File: src/core/tx_defs.vh
// constants for the transmitter status and channel bank logic
`ifndef TX_DEFS_VH
`define TX_DEFS_VH

// register map
`define REG_LAST 7'h27
`define REG_STATUS 7'h01
`define REG_COUNT 40
`define BANK_A_BASE 6'h09
`define CMD_READ_BIT 7

// status register bit positions
`define ST_CLOSE_BIT 5
`define ST_EARLY_BIT 4
`define ST_BROWN_BIT 2
`define ST_PAR_BIT 1
`define ST_LOCK_BIT 0
`define ST_FIXED 8'h80

// sticky flag vector: {close, early, brown, parity, lock}
`define FL_CLOSE 4
`define FL_EARLY 3
`define FL_BROWN 2
`define FL_PAR 1
`define FL_LOCK 0
`define FL_RESET 5'h04

// serial framing, in clock edges of the serial clock
`define CMD_LAST 4'h7
`define WR_LAST 4'h8
`define RD_LAST 4'h7

// synthesizer lock timing
`define CLK_HZ 20000000
`define LOCK_TYP_US 20
`define LOCK_MAX_US 100
`define LOCK_TYP_CYC ((`LOCK_TYP_US * `CLK_HZ) / 1000000)
`define LOCK_MAX_CYC ((`LOCK_MAX_US * `CLK_HZ) / 1000000)
`define LOCK_CNT_W 11

`endif

File: src/core/lock_timer.v
// synthesizer lock watchdog started on each synth_word load from a bank
`timescale 1ns/100ps
`include "tx_defs.vh"

module lock_timer (
    input wire clk_sys, // system clock, 20 MHz
    input wire rst_n, // asynchronous reset, active low
    input wire start, // pulse: new frequency loaded
    input wire abort, // pulse: stop watching
    input wire synth_lock, // lock indication from synthesizer
    output reg locked, // pulse: lock seen in time
    output reg fault // pulse: no lock within the bound
);

localparam integer CNT_LAST_I = `LOCK_MAX_CYC - 1;
localparam [`LOCK_CNT_W-1:0] CNT_LAST = CNT_LAST_I[`LOCK_CNT_W-1:0];

reg busy_ff;
reg [`LOCK_CNT_W-1:0] cnt_ff;

//--------------------------------------------------------------
// watchdog
//--------------------------------------------------------------
always @(posedge clk_sys or negedge rst_n) begin
    if (!rst_n) begin
        busy_ff <= 1'b0;
        cnt_ff <= {`LOCK_CNT_W{1'b0}};
        locked <= 1'b0;
        fault <= 1'b0;
    end else begin
        locked <= 1'b0;
        fault <= 1'b0;
        if (abort) begin
            busy_ff <= 1'b0;
        end else if (start) begin
            busy_ff <= 1'b1;
            cnt_ff <= {`LOCK_CNT_W{1'b0}};
        end else if (busy_ff) begin
            if (synth_lock) begin
                locked <= 1'b1;
                busy_ff <= 1'b0;
            end else if (cnt_ff == CNT_LAST) begin
                fault <= 1'b1;
                busy_ff <= 1'b0;
            end else begin
                cnt_ff <= cnt_ff + 1'b1;
            end
        end
    end
end

endmodule // lock_timer

File: src/core/tx_regs.v
// serial register bank, channel banks, supply monitor and status flags
`timescale 1ns/100ps
`include "tx_defs.vh"

module tx_regs (
    input wire clk_sys, // system clock, 20 MHz
    input wire rst_n, // asynchronous reset, active low
    input wire spi_cs_n, // serial chip select, active low
    input wire spi_sck, // serial clock, mode 0
    input wire spi_mosi, // serial data in
    output reg spi_miso, // serial data out
    output reg spi_miso_oe, // high while miso is driven
    input wire osc_ready, // reference oscillator settled
    input wire standby, // device in standby
    input wire tx_start, // pulse: start transmission
    input wire [1:0] bank_sel, // bank to use with tx_start
    input wire tx_stop, // pulse: end transmission
    input wire synth_lock, // synthesizer lock level
    input wire below_2v4, // supply under early warning level
    input wire below_2v1, // supply under close warning level
    input wire below_1v75, // supply under brownout level
    output reg [31:0] synth_word, // frequency setting of bank
    output reg synth_load, // pulse: synth_word newly loaded
    output reg tx_enable, // transmitter on
    output reg force_reset // forced internal reset active
);

localparam [2:0] ST_IDLE = 3'h0;
localparam [2:0] ST_LOCKING = 3'h1;
localparam [2:0] ST_TX = 3'h2;
localparam [2:0] ST_ABORT = 3'h3;
localparam [2:0] ST_FRESET = 3'h4;

function [5:0] bank_idx;
    input [1:0] bank;
    input [1:0] k;
    begin
        bank_idx = `BANK_A_BASE + {2'b00, bank, 2'b00} + {4'h0, k};
    end
endfunction

function in_map;
    input [6:0] a;
    begin
        in_map = (a <= `REG_LAST);
    end
endfunction

reg [7:0] regs_ff [0:`REG_COUNT-1];
reg [4:0] flags_ff;
reg [2:0] state_ff;
reg [2:0] nxt_state;
reg sck_q_ff;
reg in_data_ff;
reg rw_ff;
reg load_ff;
reg [6:0] addr_ff;
reg [3:0] cnt_ff;
reg [7:0] rx_ff;
reg [7:0] tx_ff;
reg wr_stb_ff;
reg [6:0] wr_addr_ff;
reg [7:0] wr_data_ff;
reg par_set_ff;
wire rd_clr;
wire sck_rise;
wire sck_fall;
wire freset;
wire lock_ok;
wire lock_fault;
wire [7:0] status_byte;
wire [7:0] rd_val;
wire [4:0] set_vec;
integer i;

assign sck_rise = spi_sck & ~sck_q_ff;
assign sck_fall = ~spi_sck & sck_q_ff;
assign freset = (state_ff == ST_FRESET);

// clear on read, in the cycle the byte is taken, so a pulse
// event landing in that cycle is kept rather than lost
assign rd_clr = load_ff & ~spi_cs_n & ~freset &
    (addr_ff == `REG_STATUS);

assign status_byte = `ST_FIXED
    | ({7'h00, flags_ff[`FL_CLOSE]} << `ST_CLOSE_BIT)
    | ({7'h00, flags_ff[`FL_EARLY]} << `ST_EARLY_BIT)
    | ({7'h00, flags_ff[`FL_BROWN]} << `ST_BROWN_BIT)
    | ({7'h00, flags_ff[`FL_PAR]} << `ST_PAR_BIT)
    | ({7'h00, flags_ff[`FL_LOCK]} << `ST_LOCK_BIT);

// reads outside the map return zero
assign rd_val = (addr_ff == `REG_STATUS) ? status_byte :
    in_map(addr_ff) ? regs_ff[addr_ff[5:0]] : 8'h00;

//--------------------------------------------------------------
// serial slave
//--------------------------------------------------------------
// inputs are synchronous, so edges are found by one delay stage;
// the serial clock must stay at least two clocks in each phase
always @(posedge clk_sys or negedge rst_n) begin
    if (!rst_n) begin
        sck_q_ff <= 1'b0;
        in_data_ff <= 1'b0;
        rw_ff <= 1'b0;
        load_ff <= 1'b0;
        addr_ff <= 7'h00;
        cnt_ff <= 4'h0;
        rx_ff <= 8'h00;
        tx_ff <= 8'h00;
        spi_miso <= 1'b0;
        spi_miso_oe <= 1'b0;
        wr_stb_ff <= 1'b0;
        wr_addr_ff <= 7'h00;
        wr_data_ff <= 8'h00;
        par_set_ff <= 1'b0;
    end else begin
        sck_q_ff <= spi_sck;
        spi_miso_oe <= ~spi_cs_n;
        wr_stb_ff <= 1'b0;
        par_set_ff <= 1'b0;
        if (spi_cs_n || freset) begin
            in_data_ff <= 1'b0;
            load_ff <= 1'b0;
            cnt_ff <= 4'h0;
        end else if (load_ff) begin
            load_ff <= 1'b0;
            spi_miso <= rd_val[7];
            tx_ff <= {rd_val[6:0], 1'b0};
        end else if (sck_rise) begin
            rx_ff <= {rx_ff[6:0], spi_mosi};
            cnt_ff <= cnt_ff + 1'b1;
            if (!in_data_ff) begin
                if (cnt_ff == `CMD_LAST) begin
                    in_data_ff <= 1'b1;
                    cnt_ff <= 4'h0;
                    rw_ff <= rx_ff[`CMD_READ_BIT - 1];
                    addr_ff <= {rx_ff[5:0], spi_mosi};
                    load_ff <= rx_ff[`CMD_READ_BIT - 1];
                end
            end else if (rw_ff) begin
                if (cnt_ff == `RD_LAST) begin
                    cnt_ff <= 4'h0;
                    addr_ff <= addr_ff + 1'b1;
                    load_ff <= 1'b1;
                end
            end else if (cnt_ff == `WR_LAST) begin
                // burst write, address steps per byte
                cnt_ff <= 4'h0;
                addr_ff <= addr_ff + 1'b1;
                if (^{rx_ff, spi_mosi}) begin
                    wr_stb_ff <= 1'b1;
                    wr_addr_ff <= addr_ff;
                    wr_data_ff <= rx_ff;
                end else begin
                    par_set_ff <= 1'b1;
                end
            end
        end else if (sck_fall && in_data_ff && rw_ff && cnt_ff != 4'h0) begin
            spi_miso <= tx_ff[7];
            tx_ff <= {tx_ff[6:0], 1'b0};
        end
    end
end

//--------------------------------------------------------------
// register array
//--------------------------------------------------------------
always @(posedge clk_sys or negedge rst_n) begin
    if (!rst_n) begin
        for (i = 0; i < `REG_COUNT; i = i + 1) begin
            regs_ff[i] <= 8'h00;
        end
    end else if (freset) begin
        for (i = 0; i < `REG_COUNT; i = i + 1) begin
            regs_ff[i] <= 8'h00;
        end
    end else if (wr_stb_ff && in_map(wr_addr_ff) &&
                 wr_addr_ff != `REG_STATUS) begin
        // banks live in the map, written like any register
        regs_ff[wr_addr_ff[5:0]] <= wr_data_ff;
    end
end

//--------------------------------------------------------------
// status flags
//--------------------------------------------------------------
// warnings raised while running
// each event has its own flag
assign set_vec[`FL_CLOSE] = below_2v1 & ~standby;
assign set_vec[`FL_EARLY] = below_2v4 & ~standby;
assign set_vec[`FL_BROWN] = (state_ff == ST_ABORT) | freset;
assign set_vec[`FL_PAR] = par_set_ff;
assign set_vec[`FL_LOCK] = lock_fault;

always @(posedge clk_sys or negedge rst_n) begin
    if (!rst_n) begin
        flags_ff <= `FL_RESET;
    end else if (rd_clr || freset) begin
        // clear on read, a new event wins over the clear
        flags_ff <= set_vec;
    end else begin
        flags_ff <= flags_ff | set_vec;
    end
end

//--------------------------------------------------------------
// transmit sequencing
//--------------------------------------------------------------
always @* begin
    nxt_state = state_ff;
    case (state_ff)
        ST_IDLE: begin
            if (tx_start && osc_ready && !standby) begin
                nxt_state = ST_LOCKING;
            end
        end
        ST_LOCKING: begin
            if (lock_ok) begin
                nxt_state = ST_TX;
            end else if (lock_fault) begin
                nxt_state = ST_IDLE;
            end
        end
        ST_TX: begin
            if (tx_stop) begin
                nxt_state = ST_IDLE;
            end
        end
        ST_ABORT: begin
            nxt_state = ST_FRESET;
        end
        ST_FRESET: begin
            if (!below_1v75) begin
                nxt_state = ST_IDLE;
            end
        end
        default: begin
            nxt_state = ST_IDLE;
        end
    endcase
    if (below_1v75 && state_ff != ST_ABORT && state_ff != ST_FRESET) begin
        nxt_state = ST_ABORT;
    end
end

always @(posedge clk_sys or negedge rst_n) begin
    if (!rst_n) begin
        state_ff <= ST_IDLE;
        synth_word <= 32'h0000_0000;
        synth_load <= 1'b0;
        tx_enable <= 1'b0;
        force_reset <= 1'b0;
    end else begin
        state_ff <= nxt_state;
        synth_load <= 1'b0;
        tx_enable <= (nxt_state == ST_TX);
        force_reset <= (nxt_state == ST_FRESET);
        if (state_ff == ST_IDLE && nxt_state == ST_LOCKING) begin
            // full setting taken from the chosen bank
            synth_word <= {regs_ff[bank_idx(bank_sel, 2'd0)],
                           regs_ff[bank_idx(bank_sel, 2'd1)],
                           regs_ff[bank_idx(bank_sel, 2'd2)],
                           regs_ff[bank_idx(bank_sel, 2'd3)]};
            synth_load <= 1'b1;
        end
    end
end

lock_timer u_lock_timer (
    .clk_sys(clk_sys),
    .rst_n(rst_n),
    .start(synth_load),
    .abort(state_ff == ST_ABORT),
    .synth_lock(synth_lock),
    .locked(lock_ok),
    .fault(lock_fault)
);

endmodule // tx_regs

File: config.mk
export PLATFORM = sky130hd
export DESIGN_NAME = tx_regs
export DESIGN_NICKNAME = d
export VERILOG_FILES = /design/src/core/lock_timer.v /design/src/core/tx_regs.v
export VERILOG_INCLUDE_DIRS = /design/src /design/src/core
export SDC_FILE = /design/constraint.sdc
export NUM_CORES = 1
export LEC_CHECK = 0
export BUFFER_PORTS_ARGS = -buffer_cell sky130_fd_sc_hd__buf_2
export CAP_MARGIN = 10
export CORE_ASPECT_RATIO = 0.6
export CORE_UTILIZATION = 55
export CTS_BUF_LIST = sky130_fd_sc_hd__clkbuf_4 sky130_fd_sc_hd__clkbuf_8 sky130_fd_sc_hd__clkbuf_16
export CTS_CLUSTER_DIAMETER = 30
export DETAILED_ROUTE_END_ITERATION = 16
export GPL_ROUTABILITY_DRIVEN = 0
export MAX_ROUTING_LAYER = met4
export PLACE_DENSITY = 0.8
export SYNTH_ARGS = -nofsm -noshare
export SYNTH_HDL_FRONTEND = slang
export SYNTH_SLANG_ARGS = --single-unit
File: constraint.sdc
create_clock -name clk_sys -period 2.4 [get_ports clk_sys]
set_input_delay 0.24 -clock clk_sys [delete_from_list [all_inputs] [get_ports clk_sys]]
set_output_delay 0.24 -clock clk_sys [all_outputs]
set_load 0.03 [all_outputs]
Word-level counts from Yosys, hierarchy flattened

Index checks and enable logic that the tools add are counted.

Output and inout port bits: 37
Register bits: 427
Logic and storage cells: 250

Muxes and demuxes: 92
Equal/unequal tests: 20
$lt $le $gt $ge: 9
Bitwise gates (word level): 29
Reduce and logical (&&, ||, !) cells: 29
Add/subtract/negate cells: 7

Operators by type and width:

| cell                                                                              | number |
|---|---|
| 320-bit 2-to-1 mux                                                                | 2 |
| 320-bit bitwise mux                                                               | 1 |
| 8-bit binary-select mux with 6-bit select                                         | 5 |
| 8-bit 2-to-1 mux                                                                  | 16 |
| 8-bit demux with 6-bit select                                                     | 1 |
| 11-bit 2-to-1 mux                                                                 | 4 |
| 1-bit 2-to-1 mux                                                                  | 43 |
| 7-bit >= comparator (second input constant)                                       | 6 |
| 6-bit NOT with 7-bit output                                                       | 6 |
| 7-bit 2-to-1 mux                                                                  | 5 |
| 4-bit 2-to-1 mux                                                                  | 7 |
| 3-bit 2-to-1 mux                                                                  | 6 |
| 3-bit one-hot mux with 5 select lines                                             | 1 |
| 7-bit by 6-bit less-or-equal comparator with 1-bit output (second input constant) | 2 |
| 11-bit by 1-bit adder with 11-bit output (second input constant)                  | 1 |
| 11-bit equality test (second input constant)                                      | 1 |
| 1-bit logical AND                                                                 | 11 |
| 1-bit NOT                                                                         | 10 |
| 2-bit nonzero test                                                                | 5 |
| 3-bit by 2-bit equality test with 1-bit output (second input constant)            | 3 |
| 9-bit XOR reduction                                                               | 1 |
| 8-bit by 1-bit bitwise OR with 8-bit output                                       | 1 |
| 8-bit by 2-bit bitwise OR with 8-bit output                                       | 1 |
| 8-bit by 3-bit bitwise OR with 8-bit output                                       | 1 |
| other kinds (33)                                                                  | 46 |

Depth between registers and ports, before layout

Word-level depth: 8
Gate-level depth with buffers: 9
Gate-level depth less buffers: 7

Hierarchy

Synthesis repeated with hierarchy kept, for this count alone.

Cell total of the unflattened synthesis: 1994
Area, all modules: 21647.0 um^2

By module, submodules not included:

| module     | instances | cells each | area an instance (um^2) | sequential area each (um^2) |
|---|---|---|---|---|
| tx_regs    | 1         | 1913       | 20860.0                 | 10311.1 |
| lock_timer | 1         | 81         | 787.0                   | 350.3 |

Least setup slack after synthesis

OpenSTA, ideal clock, no wires.

Kind: reg2reg
From: reg addr_ff[1]
To: reg tx_ff[4]
Arrival time: 2.183 ns
Cell stages (with the launch flop): 8
Slack: 0.130 ns
Data required time: 2.313 ns
Clock period less this slack: 2.270 ns
Setup time: 0.087 ns
Cells stage by stage: dfrtp_1 -> buf_2 -> buf_1 -> inv_1 -> ha_1 -> nor4b_2 -> or4_1 -> o211ai_1

Word-level cells in the longest chain between the ends: 7
Elaborated cells between the ends (all ways): 9
Those cells by class: 1 x order compare; 1 x eq/ne; 6 x mux; 1 x bitwise

RTL lines:

| what                                                 | RTL line      | RTL |
|---|---|---|
| start: declaration                                   | tx_regs.v:57  | `reg [6:0] addr_ff;` |
| start signal: assignment                             | tx_regs.v:138 | `addr_ff <= {rx_ff[5:0], spi_mosi};` |
| start signal: assignment                             | tx_regs.v:144 | `addr_ff <= addr_ff + 1'b1;` |
| start signal: assignment                             | tx_regs.v:150 | `addr_ff <= addr_ff + 1'b1;` |
| 6-bit NOT with 7-bit output (implied by the code)    | tx_regs.v:94  | `in_map(addr_ff) ? regs_ff[addr_ff[5:0]] : 8'h00;` |
| 8-bit binary-select mux with 6-bit select            | tx_regs.v:94  |  |
| 8-bit 2-to-1 mux (implied by the code) (2 in series) | tx_regs.v:94  |  |
| 8-bit 2-to-1 mux                                     | tx_regs.v:94  |  |
| 8-bit 2-to-1 mux (*)                                 | tx_regs.v:93  | `` assign rd_val = (addr_ff == `REG_STATUS) ? status_byte : `` |
| 8-bit 2-to-1 mux (*)                                 | tx_regs.v:126 | `end else if (load_ff) begin` |
| end signal: assignment                               | tx_regs.v:129 | `tx_ff <= {rd_val[6:0], 1'b0};` |
| end signal: assignment                               | tx_regs.v:161 | `tx_ff <= {tx_ff[6:0], 1'b0};` |
| end: declaration                                     | tx_regs.v:60  | `reg [7:0] tx_ff;` |

Every way passes the cells marked *; elsewhere a longest branch is shown, timed or not. The select of a mux whose other input is x is not followed.
A chain may end at the register's enable or synchronous reset.

Worst setup path in the final report

From: reg addr_ff[0]
To: reg tx_ff[6]

Same word-level chain as after synthesis.

==> flow_summary.json <==
{
  "core_mm2": 0.0391,
  "grt_pass1_wl_um": 109000,
  "holdPathStages": 3,
  "drc": 0,
  "grt_pass1_vias": 17600,
  "slowest_delay_ps": 560,
  "io_pins": 52,
  "dr.pass1.iters": 8,
  "cts_buffer_depth": 3,
  "via_count": 18500,
  "synth_flop_cell": "dfrtp_1",
  "ant_nets": 0,
  "ys_warn_count": 0,
  "worst_slack_ps": 33.1,
  "startpoint_type": "register",
  "worst-path-stages": 8,
  "multi_input_area_mm2": 0.0104,
  "yosysUniqueCellTypes": 75,
  "path_max_fanout": 6,
  "worst_pin_slew_ps": 990,
  "yosys-top-cells-area": "dfrtp_1 (49%), mux4_2 (12%), mux2i_1 (8.2%)",
  "critical_path_buf_inv_count": 3,
  "stdcell_area_mm2": 0.0252,
  "power.density_mw_per_mm2": 688,
  "hpwl_um": 48600,
  "die_h_um": 156,
  "peakVddDrop_mv": 0.615,
  "routed_wl_um": 72900,
  "setup_tns_ps": 0,
  "grt_overflow": 0,
  "power_mw": 17.4,
  "dp.cells": 2540,
  "crit_slowest_cell": "dfrtp_4",
  "fill_cells": 2762,
  "cpMostUsedCell": "buf_4",
  "worstSetupPathType": "register to register",
  "synth_edf_count": 0,
  "crit_chain": "buf_12 -> buf_4 -> buf_4 -> mux4_2 -> mux2i_1 -> o21ai_1 -> o2111ai_1 -> nand3_1",
  "syn_area_mm2": 0.0218,
  "vias_per_cell": 6.97,
  "numCtsBuffers": 51,
  "cts_max_level": 2,
  "startpoint": "addr_ff[0]",
  "wl_per_cell_um": 27.4,
  "cp_top_family": "multiplexers",
  "final_cells": 2658,
  "fin_nets": 2108,
  "die-area_mm2": 0.0405,
  "row_count": 56,
  "placement.io_buffers": 51,
  "period_share_pct": 98.6,
  "clock_sinks": 426,
  "rr_startpoint": "addr_ff[0]",
  "synthCells": 2023,
  "drt_iter0_markers": 3202,
  "postSynth.asyncResetShare_pct": 100,
  "placed_area_mm2": 0.0232,
  "cts_tree": "built",
  "hold_class": "input pin to register",
  "worstPathArrival_ps": 2830,
  "endpoint": "tx_ff[6]",
  "reg2reg_setup_slack_ps": 30,
  "root_buffer": "clkbuf_16",
  "status": "finished, final reports clean",
  "r2r_cells": 8,
  "pre_cts_ws_ps": -310,
  "maxSlewViolCount": 0,
  "finalCoreUtilization_pct": 64.6,
  "synth_top_cell_area_share_pct": 48.7,
  "holdWs_ps": 26.4,
  "fin_skew_ps": 34.8,
  "fin_crit_ps": 2370,
  "hold_viol": 0,
  "clock_latency_ps": 600,
  "syn_to_final_growth_pct": 15.6,
  "grt_max_degree": 93,
  "slew_headroom_pct": 34.0,
  "drive_above_1_share_pct": 22.3,
  "reg2reg_to": "tx_ff[6]",
  "synthesis.nets": 2044,
  "start_util_pct": 55.8,
  "setup_viol": 0,
  "seq_area_frac_synth_pct": 48.8,
  "regArea_mm2": 0.0107,
  "die_w_um": 259,
  "antenna_found_initial": 5,
  "fmax_mhz": 422,
  "syn_area_per_cell_um2": 10.8,
  "track_usage_pct": 37.2,
  "synth_seq_cells": 426,
  "yosys.area.top_type": "dfrtp_1",
  "cap_viol_max_count": 0,
  "clk_pin_slew_ps": 70,
  "p_leak_nw": 11.4,
  "endpoint_kind": "register",
  "required_ps": 2860
}
-- cells in the final DEF, fill, tap and decap left out, types with 5 or more instances in the layout --
master / netlist / layout
inv_6: 0 / 7
mux4_2: 115 / 115
nor3_1: 16 / 16
nor4_1: 7 / 7
buf_12: 0 / 26
xnor2_1: 6 / 6
buf_2: 39 / 50
and2_1: 11 / 11
nor3b_1: 11 / 10
mux2i_1: 179 / 178
inv_8: 0 / 6
mux2_2: 32 / 32
dlygate4sd3_1: 0 / 8
nor2b_1: 11 / 11
o22a_1: 7 / 7
a31oi_1: 6 / 6
o21ai_0: 24 / 23
a22oi_1: 5 / 5
nor2_1: 192 / 189
nor2_2: 2 / 5
clkbuf_16: 0 / 52
or2_2: 6 / 6
o2111ai_1: 7 / 7
nand2_1: 255 / 254
a21oi_1: 195 / 195
diode_2: 0 / 8
nand2b_1: 5 / 5
inv_1: 19 / 19
ha_1: 6 / 6
nand3b_1: 7 / 7
buf_4: 6 / 97
nand3_1: 184 / 184
dfrtp_1: 425 / 422
clkinv_4: 0 / 10
mux2_4: 10 / 10
o211ai_1: 6 / 6
and3_1: 9 / 9
o22ai_1: 17 / 17
-- final cells by class --
cell class | count | share of cell area [%]
clock inverter | 35 | 1.65
inverter | 20 | 0.297
antenna | 8 | 0.0793
sequential | 426 | 42.3
tap | 522 | 2.59
timing repair buffer | 183 | 6.38
multi-input combinational | 1405 | 41.3
clock buffer | 59 | 5.44
-- cell usage after synthesis, drive strengths merged (11+ instances only) --
| cell type | count |
|---|---|
| nor3 | 20 |
| nor3b | 15 |
| dfrtp | 425 |
| nand2 | 255 |
| mux2i | 180 |
| and2 | 11 |
| nor2b | 11 |
| buf | 62 |
| mux4 | 115 |
| mux2 | 44 |
| nand3 | 188 |
| o21ai | 27 |
| o22ai | 17 |
| clkbuf | 110 |
| a21oi | 195 |
| nor2 | 194 |
| inv | 20 |
-- where the power goes --
part | leakage [nW] | switching [mW] | total, mW | internal [mW]
clock network | 0.879 | 3.44 | 8.12 | 4.67
logic | 4.69 | 1.14 | 1.67 | 0.533
registers | 5.87 | 0.213 | 7.57 | 7.36
-- timing repair --
| action | 4_1_cts | 5_1_grt |
|---|---|---|
| hold endpoints to repair | 105 | 0 |
| pin swaps | 0 | 1 |
| resized for setup | 1 | 6 |
| hold buffers | 8 | 0 |
| setup buffers | 5 | 3 |
| cloned | 0 | 0 |
| endpoints found under the setup margin | 5 | 19 |
-- flip-flops by register name, indices dropped and copies added, names as in the netlist, 3 cells and up --
name and flops:
regs_ff 320, synth_word 32, u_lock_timer.cnt_ff 11, rx_ff 8, wr_data_ff 8, addr_ff 7
tx_ff 7, wr_addr_ff 7, flags_ff 5, cnt_ff 4, state_ff 3
-- kinds of logic after synthesis --
logic type	synth area share, %
AOI/OAI and AO/OA	7.70
xor gates and xnor gates	0.390
DFF	48.8
and+or+nand+nor	16.4
muxes	22.6
adders and majority gates	0.344
buffers and inverters	3.73
-- routing by layer --
metal / up-vias / wire (um) / global-route usage [%]
met5: - / 0 / -
met4: 0 / 2650 / 10.0
met3: 289 / 14600 / 20.7
met2: 1661 / 29000 / 47.9
met1: 9172 / 26700 / 49.7
li1: 7397 / - / -
-- how the worst min path moves through the flow --
stage / slack (ps) / startpoint / to
3_3_place_gp: 190 / rst_n / u_lock_timer.cnt_ff[1]
3_5_place_dp: 200 / rst_n / u_lock_timer.cnt_ff[1]
4_1_cts: 10 / standby / flags_ff[4]
6_report: 30 / standby / flags_ff[4]
2_1_floorplan: -60 / rst_n / addr_ff[0]
5_1_grt: 30 / standby / flags_ff[4]
-- worst min-delay path, delay by kind of cell --
| family | cells | cell delay [ps] |
|---|---|---|
| AO/OA/AOI/OAI | 1 | 140 |
| buffers and inverters | 2 | 180 |
Power figures use the tool's default switching activity.
